File: config.mk
export PLATFORM = sky130hd
export DESIGN_NAME = ubt_uart
export DESIGN_NICKNAME = d
export VERILOG_FILES = /design/src/rtl/ubt_pkg.sv /design/src/rtl/ubt_uart.sv
export VERILOG_INCLUDE_DIRS = /design/src /design/src/rtl
export SDC_FILE = /design/constraint.sdc
export NUM_CORES = 1
export LEC_CHECK = 0
export ABC_AREA = 1
export BUFFER_PORTS_ARGS = -buffer_cell sky130_fd_sc_hd__buf_2
export CELL_PAD_IN_SITES_DETAIL_PLACEMENT = 0
export CELL_PAD_IN_SITES_GLOBAL_PLACEMENT = 1
export CORE_MARGIN = 4
export CORE_UTILIZATION = 35
export CTS_BUF_LIST = sky130_fd_sc_hd__clkbuf_16
export CTS_CLUSTER_DIAMETER = 30
export DETAILED_ROUTE_END_ITERATION = 10
export PLACE_DENSITY = 0.67
export SYNTH_ARGS = -nofsm -noshare
export SYNTH_HDL_FRONTEND = slang
export SYNTH_SLANG_ARGS = --single-unit
File: constraint.sdc
create_clock -name i_clk -period 1.9 [get_ports i_clk]
set_input_delay 0.19 -clock i_clk [delete_from_list [all_inputs] [get_ports i_clk]]
set_output_delay 0.19 -clock i_clk [all_outputs]
set_load 0.02 [all_outputs]
File: src/rtl/ubt_consts.svh
`ifndef UBT_CONSTS_SVH
`define UBT_CONSTS_SVH
`define UBT_BLS_16      3'h0
`define UBT_BLS_16_5    3'h1
`define UBT_BLS_15      3'h2
`define UBT_BLS_15_5    3'h3
`define UBT_BLS_17      3'h4
`define UBT_TICKS_15    5'h0f
`define UBT_TICKS_16    5'h10
`define UBT_TICKS_17    5'h11
`define UBT_SAMPLE_HI   5'h08
`define UBT_SAMPLE_MID  5'h07
`define UBT_SAMPLE_LO   5'h06
`define UBT_FILT_OFF    2'h0
`define UBT_FILT_ONE    2'h1
`define UBT_FILT_TWO    2'h2
`define UBT_NEED_ONE    4'h2
`define UBT_NEED_TWO    4'h4
`define UBT_NEED_FOUR   4'h8
`define UBT_DATA_BITS   4'h8
`define UBT_LAST_BIT    4'h7
`define UBT_ZERO_BIT    4'h0
`endif

File: src/rtl/ubt_pkg.sv
`default_nettype none
package ubt_pkg;
  typedef enum logic [4:0] {
    UBT_TX_IDLE   = 5'b00001,
    UBT_TX_START  = 5'b00010,
    UBT_TX_DATA   = 5'b00100,
    UBT_TX_PARITY = 5'b01000,
    UBT_TX_STOP   = 5'b10000
  } ubt_tx_state_type;
  typedef enum logic [4:0] {
    UBT_RX_IDLE   = 5'b00001,
    UBT_RX_START  = 5'b00010,
    UBT_RX_DATA   = 5'b00100,
    UBT_RX_PARITY = 5'b01000,
    UBT_RX_STOP   = 5'b10000
  } ubt_rx_state_type;
endpackage
`default_nettype wire

File: src/rtl/ubt_uart.sv
`include "ubt_consts.svh"
`default_nettype none
module ubt_uart #(
  parameter int DIV_W = 8
) (
  input  wire logic             i_clk,
  input  wire logic             i_rst,
  input  wire logic             i_base_clock_source_select,
  input  wire logic             i_alt_base_tick,
  input  wire logic [DIV_W-1:0] i_rate_divisor,
  input  wire logic [2:0]       i_bit_length_select,
  input  wire logic [1:0]       i_rx_glitch_filter_select,
  input  wire logic             i_transmit_enable_bit,
  input  wire logic             i_receive_enable_bit,
  input  wire logic             i_parity_enable,
  input  wire logic             i_parity_odd,
  input  wire logic             i_stop_bit_count_select,
  input  wire logic             i_infrared_polarity_select,
  input  wire logic             i_low_power_mode,
  input  wire logic             i_tx_write,
  input  wire logic [7:0]       i_transmit_buffer,
  input  wire logic             i_rx_read,
  input  wire logic             i_serial_in_pin,
  output logic                  o_serial_out_pin,
  output logic                  o_tx_buffer_full_flag,
  output logic                  o_tx_interrupt_request,
  output logic                  o_rx_buffer_full_flag,
  output logic [7:0]            o_receive_buffer,
  output logic                  o_rx_interrupt_request,
  output logic                  o_overrun_flag
);
  import ubt_pkg::*;

  if (DIV_W < 1 || DIV_W > 16) begin : g_div_w_check
    $error("DIV_W out of range");
  end

  // ----------------------------------------------------------------
  // Sub-tick generation
  // ----------------------------------------------------------------
  logic [DIV_W-1:0] div_cnt_reg;
  logic             sub_tick_reg;
  logic             base_tick;
  assign base_tick = i_base_clock_source_select ? i_alt_base_tick : 1'b1;

  always_ff @(posedge i_clk) begin
    if (i_rst) begin
      div_cnt_reg  <= '0;
      sub_tick_reg <= 1'b0;
    end else begin
      sub_tick_reg <= 1'b0;
      if (base_tick) begin
        if (div_cnt_reg >= i_rate_divisor) begin
          div_cnt_reg  <= '0;
          sub_tick_reg <= 1'b1;
        end else begin
          div_cnt_reg <= div_cnt_reg + 1'b1;
        end
      end
    end
  end

  function automatic logic [4:0] bit_len(input logic [2:0] sel, input logic odd);
    logic [4:0] n;
    n = `UBT_TICKS_16;
    case (sel)
      `UBT_BLS_16_5: n = odd ? `UBT_TICKS_17 : `UBT_TICKS_16;
      `UBT_BLS_15:   n = `UBT_TICKS_15;
      `UBT_BLS_15_5: n = odd ? `UBT_TICKS_16 : `UBT_TICKS_15;
      `UBT_BLS_17:   n = `UBT_TICKS_17;
      default:       n = `UBT_TICKS_16;
    endcase
    return n;
  endfunction

  // ----------------------------------------------------------------
  // Receive input synchroniser and glitch filter
  // ----------------------------------------------------------------
  logic       rx_meta_reg;
  logic       rx_sync_reg;
  logic       rx_filt_reg;
  logic       rx_prev_reg;
  logic [3:0] filt_cnt_reg;
  logic [3:0] filt_need;

  always_ff @(posedge i_clk) begin
    if (i_rst) begin
      rx_meta_reg <= 1'b1;
      rx_sync_reg <= 1'b1;
    end else begin
      rx_meta_reg <= i_serial_in_pin;
      rx_sync_reg <= rx_meta_reg;
    end
  end

  always_comb begin
    case (i_rx_glitch_filter_select)
      `UBT_FILT_ONE: filt_need = `UBT_NEED_ONE;
      `UBT_FILT_TWO: filt_need = `UBT_NEED_TWO;
      default:       filt_need = `UBT_NEED_FOUR;
    endcase
  end

  always_ff @(posedge i_clk) begin
    if (i_rst) begin
      rx_filt_reg  <= 1'b1;
      filt_cnt_reg <= '0;
    end else if (i_rx_glitch_filter_select == `UBT_FILT_OFF || rx_sync_reg == rx_filt_reg) begin
      rx_filt_reg  <= (i_rx_glitch_filter_select == `UBT_FILT_OFF) ? rx_sync_reg : rx_filt_reg;
      filt_cnt_reg <= '0;
    end else if (base_tick && div_cnt_reg >= i_rate_divisor) begin
      if (filt_cnt_reg + 4'h1 >= filt_need) begin
        rx_filt_reg  <= rx_sync_reg;
        filt_cnt_reg <= '0;
      end else begin
        filt_cnt_reg <= filt_cnt_reg + 4'h1;
      end
    end
  end

  always_ff @(posedge i_clk) begin
    if (i_rst) rx_prev_reg <= 1'b1;
    else rx_prev_reg <= rx_filt_reg;
  end

  // ----------------------------------------------------------------
  // Receiver
  // ----------------------------------------------------------------
  ubt_rx_state_type rx_state_reg;
  logic [4:0]       rx_idx_reg;
  logic [3:0]       rx_bit_reg;
  logic             rx_odd_reg;
  logic [7:0]       rx_shift_reg;
  logic [2:0]       vote_reg;
  logic             stop_left_reg;
  logic             bit_val;
  logic             bit_end;
  logic [4:0]       rx_len;
  assign bit_val = (vote_reg[2] & vote_reg[1]) | (vote_reg[2] & vote_reg[0]) | (vote_reg[1] & vote_reg[0]);
  assign bit_end = sub_tick_reg && rx_idx_reg == 5'h0;
  assign rx_len  = bit_len(i_bit_length_select, rx_odd_reg);

  always_ff @(posedge i_clk) begin
    if (i_rst) vote_reg <= 3'h0;
    else if (sub_tick_reg && rx_idx_reg == `UBT_SAMPLE_HI) vote_reg[2] <= rx_filt_reg;
    else if (sub_tick_reg && rx_idx_reg == `UBT_SAMPLE_MID) vote_reg[1] <= rx_filt_reg;
    else if (sub_tick_reg && rx_idx_reg == `UBT_SAMPLE_LO) vote_reg[0] <= rx_filt_reg;
  end

  always_ff @(posedge i_clk) begin
    if (i_rst) begin
      rx_state_reg           <= UBT_RX_IDLE;
      rx_idx_reg             <= '0;
      rx_bit_reg             <= '0;
      rx_odd_reg             <= 1'b0;
      rx_shift_reg           <= '0;
      stop_left_reg          <= 1'b0;
      o_receive_buffer       <= '0;
      o_rx_buffer_full_flag  <= 1'b0;
      o_rx_interrupt_request <= 1'b0;
      o_overrun_flag         <= 1'b0;
    end else begin
      o_rx_interrupt_request <= 1'b0;
      if (i_rx_read) begin
        o_rx_buffer_full_flag <= 1'b0;
        o_overrun_flag        <= 1'b0;
      end
      if (rx_state_reg != UBT_RX_IDLE && sub_tick_reg && rx_idx_reg != 5'h0) begin
        rx_idx_reg <= rx_idx_reg - 5'h1;
      end
      unique case (rx_state_reg)
        UBT_RX_IDLE: begin
          if (i_receive_enable_bit && rx_prev_reg && !rx_filt_reg) begin
            rx_state_reg <= UBT_RX_START;
            rx_idx_reg   <= bit_len(i_bit_length_select, 1'b0) - 5'h1;
            rx_odd_reg   <= 1'b1;
          end
        end
        UBT_RX_START: if (bit_end) begin
          if (bit_val) rx_state_reg <= UBT_RX_IDLE;
          else begin
            rx_state_reg <= UBT_RX_DATA;
            rx_bit_reg   <= `UBT_ZERO_BIT;
          end
          rx_idx_reg <= rx_len - 5'h1;
          rx_odd_reg <= ~rx_odd_reg;
        end
        UBT_RX_DATA: if (bit_end) begin
          rx_shift_reg <= {bit_val, rx_shift_reg[7:1]};
          rx_bit_reg   <= rx_bit_reg + 4'h1;
          if (rx_bit_reg == `UBT_LAST_BIT) begin
            rx_state_reg  <= i_parity_enable ? UBT_RX_PARITY : UBT_RX_STOP;
            stop_left_reg <= i_stop_bit_count_select;
          end
          rx_idx_reg <= rx_len - 5'h1;
          rx_odd_reg <= ~rx_odd_reg;
        end
        UBT_RX_PARITY: if (bit_end) begin
          rx_state_reg <= UBT_RX_STOP;
          rx_idx_reg   <= rx_len - 5'h1;
          rx_odd_reg   <= ~rx_odd_reg;
        end
        UBT_RX_STOP: if (bit_end) begin
          rx_idx_reg <= rx_len - 5'h1;
          rx_odd_reg <= ~rx_odd_reg;
          if (stop_left_reg) stop_left_reg <= 1'b0;
          else begin
            rx_state_reg <= UBT_RX_IDLE;
            if (o_rx_buffer_full_flag && !i_rx_read) begin
              if (!o_overrun_flag) o_rx_interrupt_request <= 1'b1;
              o_overrun_flag <= 1'b1;
            end else begin
              o_receive_buffer       <= rx_shift_reg;
              o_rx_buffer_full_flag  <= 1'b1;
              o_rx_interrupt_request <= 1'b1;
            end
          end
        end
        default: rx_state_reg <= UBT_RX_IDLE;
      endcase
    end
  end

  // ----------------------------------------------------------------
  // Transmitter
  // ----------------------------------------------------------------
  ubt_tx_state_type tx_state_reg;
  logic [4:0]       tx_idx_reg;
  logic [3:0]       tx_bit_reg;
  logic             tx_odd_reg;
  logic [7:0]       tx_hold_reg;
  logic [7:0]       tx_shift_reg;
  logic             tx_line_reg;
  logic             tx_started_reg;
  logic             tx_stop_left_reg;
  logic             tx_end;
  logic [4:0]       tx_len;
  assign tx_end = sub_tick_reg && tx_idx_reg == 5'h0;
  assign tx_len = bit_len(i_bit_length_select, tx_odd_reg);

  always_ff @(posedge i_clk) begin
    if (i_rst) begin
      tx_state_reg           <= UBT_TX_IDLE;
      tx_idx_reg             <= '0;
      tx_bit_reg             <= '0;
      tx_odd_reg             <= 1'b0;
      tx_hold_reg            <= '0;
      tx_shift_reg           <= '0;
      tx_line_reg            <= 1'b1;
      tx_started_reg         <= 1'b0;
      tx_stop_left_reg       <= 1'b0;
      o_tx_buffer_full_flag  <= 1'b0;
      o_tx_interrupt_request <= 1'b0;
    end else begin
      o_tx_interrupt_request <= 1'b0;
      if (!i_transmit_enable_bit) tx_started_reg <= 1'b0;
      if (i_tx_write) begin
        tx_hold_reg           <= i_transmit_buffer;
        o_tx_buffer_full_flag <= 1'b1;
        tx_started_reg        <= 1'b1;
      end
      if (tx_state_reg != UBT_TX_IDLE && sub_tick_reg && tx_idx_reg != 5'h0) tx_idx_reg <= tx_idx_reg - 5'h1;
      unique case (tx_state_reg)
        UBT_TX_IDLE: begin
          tx_line_reg <= 1'b1;
          if (o_tx_buffer_full_flag && !i_tx_write && i_transmit_enable_bit && sub_tick_reg) begin
            o_tx_buffer_full_flag  <= 1'b0;
            o_tx_interrupt_request <= 1'b1;
            tx_shift_reg           <= tx_hold_reg;
            tx_state_reg           <= UBT_TX_START;
            tx_line_reg            <= 1'b0;
            tx_idx_reg             <= bit_len(i_bit_length_select, 1'b0) - 5'h1;
            tx_odd_reg             <= 1'b1;
          end
        end
        UBT_TX_START: if (tx_end) begin
          tx_state_reg <= UBT_TX_DATA;
          tx_bit_reg   <= `UBT_ZERO_BIT;
          tx_line_reg  <= tx_shift_reg[0];
          tx_idx_reg   <= tx_len - 5'h1;
          tx_odd_reg   <= ~tx_odd_reg;
        end
        UBT_TX_DATA: if (tx_end) begin
          tx_idx_reg <= tx_len - 5'h1;
          tx_odd_reg <= ~tx_odd_reg;
          tx_bit_reg <= tx_bit_reg + 4'h1;
          if (tx_bit_reg == `UBT_LAST_BIT) begin
            tx_stop_left_reg <= i_stop_bit_count_select;
            tx_state_reg     <= i_parity_enable ? UBT_TX_PARITY : UBT_TX_STOP;
            tx_line_reg      <= i_parity_enable ? ((^tx_shift_reg) ^ i_parity_odd) : 1'b1;
          end else begin
            tx_line_reg <= tx_shift_reg[tx_bit_reg[2:0] + 3'h1];
          end
        end
        UBT_TX_PARITY: if (tx_end) begin
          tx_state_reg <= UBT_TX_STOP;
          tx_line_reg  <= 1'b1;
          tx_idx_reg   <= tx_len - 5'h1;
          tx_odd_reg   <= ~tx_odd_reg;
        end
        UBT_TX_STOP: if (tx_end) begin
          tx_idx_reg <= tx_len - 5'h1;
          tx_odd_reg <= ~tx_odd_reg;
          if (tx_stop_left_reg) tx_stop_left_reg <= 1'b0;
          else tx_state_reg <= UBT_TX_IDLE;
        end
        default: tx_state_reg <= UBT_TX_IDLE;
      endcase
    end
  end

  always_ff @(posedge i_clk) begin
    if (i_rst) o_serial_out_pin <= 1'b1;
    else if (!i_transmit_enable_bit || !tx_started_reg || i_low_power_mode) o_serial_out_pin <= ~i_infrared_polarity_select;
    else o_serial_out_pin <= tx_line_reg ^ i_infrared_polarity_select;
  end

  // ----------------------------------------------------------------
  // Assertions
  // ----------------------------------------------------------------
  a_idle_pin_level: assert property (@(posedge i_clk) disable iff (i_rst)
    !i_transmit_enable_bit |=> o_serial_out_pin == ~$past(i_infrared_polarity_select))
    else $error("tx pin not idle while disabled");
  a_write_sets_full: assert property (@(posedge i_clk) disable iff (i_rst)
    i_tx_write |=> o_tx_buffer_full_flag)
    else $error("tx full flag not set on write");
  a_start_irq_clear: assert property (@(posedge i_clk) disable iff (i_rst)
    o_tx_interrupt_request |-> !o_tx_buffer_full_flag && $past(o_tx_buffer_full_flag))
    else $error("tx irq without flag clear");
  a_subtick_period: assert property (@(posedge i_clk) disable iff (i_rst)
    (sub_tick_reg && !i_base_clock_source_select && i_rate_divisor == DIV_W'(1)) ##1
    (!i_base_clock_source_select && i_rate_divisor == DIV_W'(1)) |-> !sub_tick_reg ##1 sub_tick_reg)
    else $error("sub-tick period wrong");
  a_idx_bound: assert property (@(posedge i_clk) disable iff (i_rst)
    rx_idx_reg <= `UBT_TICKS_17 - 5'h1)
    else $error("rx index over range");
  a_false_start: assert property (@(posedge i_clk) disable iff (i_rst)
    (rx_state_reg == UBT_RX_START && bit_end && bit_val) |=> rx_state_reg == UBT_RX_IDLE)
    else $error("false start not abandoned");
  a_overrun_keep: assert property (@(posedge i_clk) disable iff (i_rst)
    (o_overrun_flag && !$past(o_overrun_flag)) |-> $stable(o_receive_buffer))
    else $error("overrun changed buffer");
  a_rx_deliver: assert property (@(posedge i_clk) disable iff (i_rst)
    $changed(o_receive_buffer) |-> o_rx_buffer_full_flag && o_rx_interrupt_request)
    else $error("rx buffer change without flag");
endmodule // ubt_uart
`default_nettype wire

==> results by group <==
Run status
  – Status: finished clean

Drt
  – DRT antenna net count: 0
  – Initial drt markers: 239
  – DR WL/cell: 12.3 µm
  – Via count: 4635
  – Vias/cell: 4.72
  – Routed Wire Length: 12.1 mm
  – DR DRC count: 0
  – TritonRoute pass-1 iters: 4

Floorplanning
  – Die Y: 127 µm
  – Die area: 0.0161 mm²
  – Starting density of the core: 35.7%
  – I/O pin cnt: 49
  – Width of the die: 127 µm
  – Row cnt: 43
  – Total core area: 0.0138 mm²

Worst hold path
  – HP Start: i_serial_in_pin
  – Hold depth: 2
  – Hold Path Class: primary input to flop
  – Hold path endpoint: rx_meta_reg

Worst setup path
  – Crit end category: flop
  – Reg2reg start: filt_cnt_reg[0]
  – Delay-heaviest family, CP: simple AND/OR/NAND/NOR gates
  – Data arrival, critical path: 2.06 ns
  – CP Class: flop to flop
  – Setup crit start kind: flop
  – Req. time, crit path: 2.13 ns
  – Number of buffer and inverter stages on the critical path: 1
  – Most frequent CP cell: nand3_2
  – Largest stage delay on the critical path: 0.36 ns
  – Worst r2r path cells: 11
  – Crit-path slowest cell: dfxtp_4
  – Cell Chain, Critical Path: ha_4, xor2_2, ha_1, nand2_1, o21a_1, nand2_2, inv_2, nor2_2, nand3_2, nand3_2, nand3_2
  – Reg2Reg Capture Point: rx_filt_reg
  – Worst-path maximum fanout: 4
  – Flop2flop setup slack: 0.07 ns

Pwr
  – Net Sw Power: 1.62 mW
  – Sw frac: 31.7%
  – Register share of total power: 41.4%
  – Clock share of power: 34.7%
  – Pwr/cell area: 861 mW/mm²
  – Internal power: 3.50 mW
  – Leakage: 2.88 nW
  – Comb pwr share: 23.9%
  – Worst VDD drop: 0.448 mV

Timing
  – Period utilization: 96.3%
  – Clock skew: 0.00909 ns
  – Fin. max-slew vios: 0
  – Final Hold Viols: 0
  – Max frequency: 0.546 GHz
  – # setup viols final: 0
  – Unrepaired setup endpoints after global routing: yes
  – Minimum hold slack: 0.0310 ns
  – Worst setup margin: 0.0697 ns
  – Max_slew headroom: 69.1%
  – Fin crit period: 1.83 ns
  – Slew @ Worst Pin: 0.459 ns
  – Setup TNS Final: 0 ns

Clock tree
  – CTS H-tree lvls: 3
  – CTS Buffer Depth: 2
  – CTS sink count: 92
  – Worst-Skew Late Latency: 0.35 ns
  – Clock transition at path regs: 0.06 ns
  – CTS Hold Bufs: 0
  – CTS tree: yes
  – Clock Root Buffer: clkbuf_16
  – CTS Buf Count: 9

Layout
  – FF/Latch Area: 0.00185 mm²
  – Antenna diodes: 0
  – Most common cell after layout, fill and taps aside: nand2_1
  – Multi-input logic area: 0.00271 mm²
  – Layout cell share with drive strength beyond 1: 16.1%
  – Commonest non-fill, non-tap cells in the layout: nand2_1 (160), inv_1 (109), dfxtp_1 (88)
  – Area Overhead vs Synth: 20.6%
  – NumNets Final: 859
  – Fill count: 1445

Placed design
  – GP Congestion: 0.822
  – HPWL after DPL: 9.15 mm
  – Dpl ws: -0.0223 ns
  – Port bufs: 48

Synthesis
  – Seq/Total Area, Yosys: 37.3%
  – Mapped Cells: 724
  – Yosys top cell by area: dfxtp_1
  – Ys Warns: 0
  – Top post-synthesis cells by area: dfxtp_1 (37%), nand2_1 (12%), inv_1 (8.4%)
  – Post-synth top area share: 37.3%
  – Post-synthesis register bit count: 92
  – Mapped Nets: 786
  – Post-synthesis cell type count: 33
  – Synthesized area per cell: 6.82 µm²
  – Synth Cell Area: 0.00494 mm²

Global routing
  – Total GRT Usage: 15.2%
  – First-pass GRT wire length: 20.1 mm
  – Vias in the first global route: 4259
  – Initial antenna violation count: 0
  – Grt ovf: 0
  – Largest net degree at the start of global routing: 42

Flow run
  – Max Cap Viol: 0
-- metal layers --
metal | GRT usage [%] | up-vias | share of wire [%]
met5 | 0 | - | 0
li1 | - | 2478 | -
met3 | 4.08 | 18 | 4.3
met4 | 4.54 | 0 | 1.6
met2 | 24.3 | 69 | 45
met1 | 20.1 | 2070 | 49
-- timing repair --
item                                    in CTS  in global routing
resized for setup                            2                 30
buffers inserted                             1                  3
pin swaps                                    1                  9
endpoints found under the setup margin       1                 25
-- cell usage after synthesis (all sizes together) --
cell type	n
and3	2
nor3	10
maj3	1
a22oi	1
nand2	163
a21oi	67
ha	27
nand3b	3
o31ai	1
nor2	87
o22ai	8
xor2	12
clkinv	1
nor3b	3
clkbuf	9
a211oi	1
inv	116
or2	4
dfxtp	92
o21a	3
xnor2	4
nand3	41
a31oi	1
o21ai	53
nand4	14
-- worst max-delay path by stage --
| stage | slack (ns) | endpoint | from | cells past startpoint |
|---|---|---|---|---|
| after floorplan | 0.17 | rx_filt_reg | filt_cnt_reg[0] | 11 |
| after global placement | 0.1 | rx_filt_reg | filt_cnt_reg[0] | 11 |
| after detailed placement | -0.02 | rx_filt_reg | filt_cnt_reg[0] | 11 |
| after CTS | 0.008 | rx_filt_reg | filt_cnt_reg[0] | 11 |
| after global routing | -0.05 | rx_filt_reg | filt_cnt_reg[0] | 11 |
| final | 0.07 | rx_filt_reg | filt_cnt_reg[0] | 11 |
-- cells by family after synthesis --
kind of cell	count (synthesis)	synth area share (%)
AND/OR/NAND/NOR	327	29.0
adder cells (fa/ha/maj)	28	7.04
XOR/XNOR	16	2.84
buffers and inverters	126	9.63
AO/OA/AOI/OAI	135	14.2
flip-flops	92	37.3
-- worst reg2reg max path, cell delays in order (launching register included) --
cell	delay [ns]
dfxtp_4	0.36
ha_4	0.16
xor2_2	0.15
ha_1	0.30
nand2_1	0.06
o21a_1	0.18
nand2_2	0.08
inv_2	0.05
nor2_2	0.11
nand3_2	0.10
nand3_2	0.09
nand3_2	0.06
-- power groups by stage --
stage	Sequential, mW	Combinational, mW	Clock (mW)
finish	2.12	1.23	1.78
global route	2.14	1.42	1.94
CTS	2.13	1.21	1.85
detailed placement	2.17	1.20	0
global placement	2.17	1.20	0
floorplan	2.15	0.845	0
-- through the flow --
step	utilization, %	cells	area, µm²	total power [mW]
floorplan	-	724	4940	3.00
global placement	40.0	962	5530	3.36
detailed placement	40.0	962	5530	3.37
CTS	42.2	979	5830	5.18
global route	43.1	982	5950	5.50
finish	43.1	982	5950	5.13
-- final cells by class --
cell class	instances	area share (%)
clock buffers	9	3.78
clock inverters	7	1.16
inverters	117	7.42
multi-input cells	506	45.5
flip-flops and latches	92	31.1
well taps	180	3.78
repair buffers	71	7.21
Power figures use the tool's default switching activity.
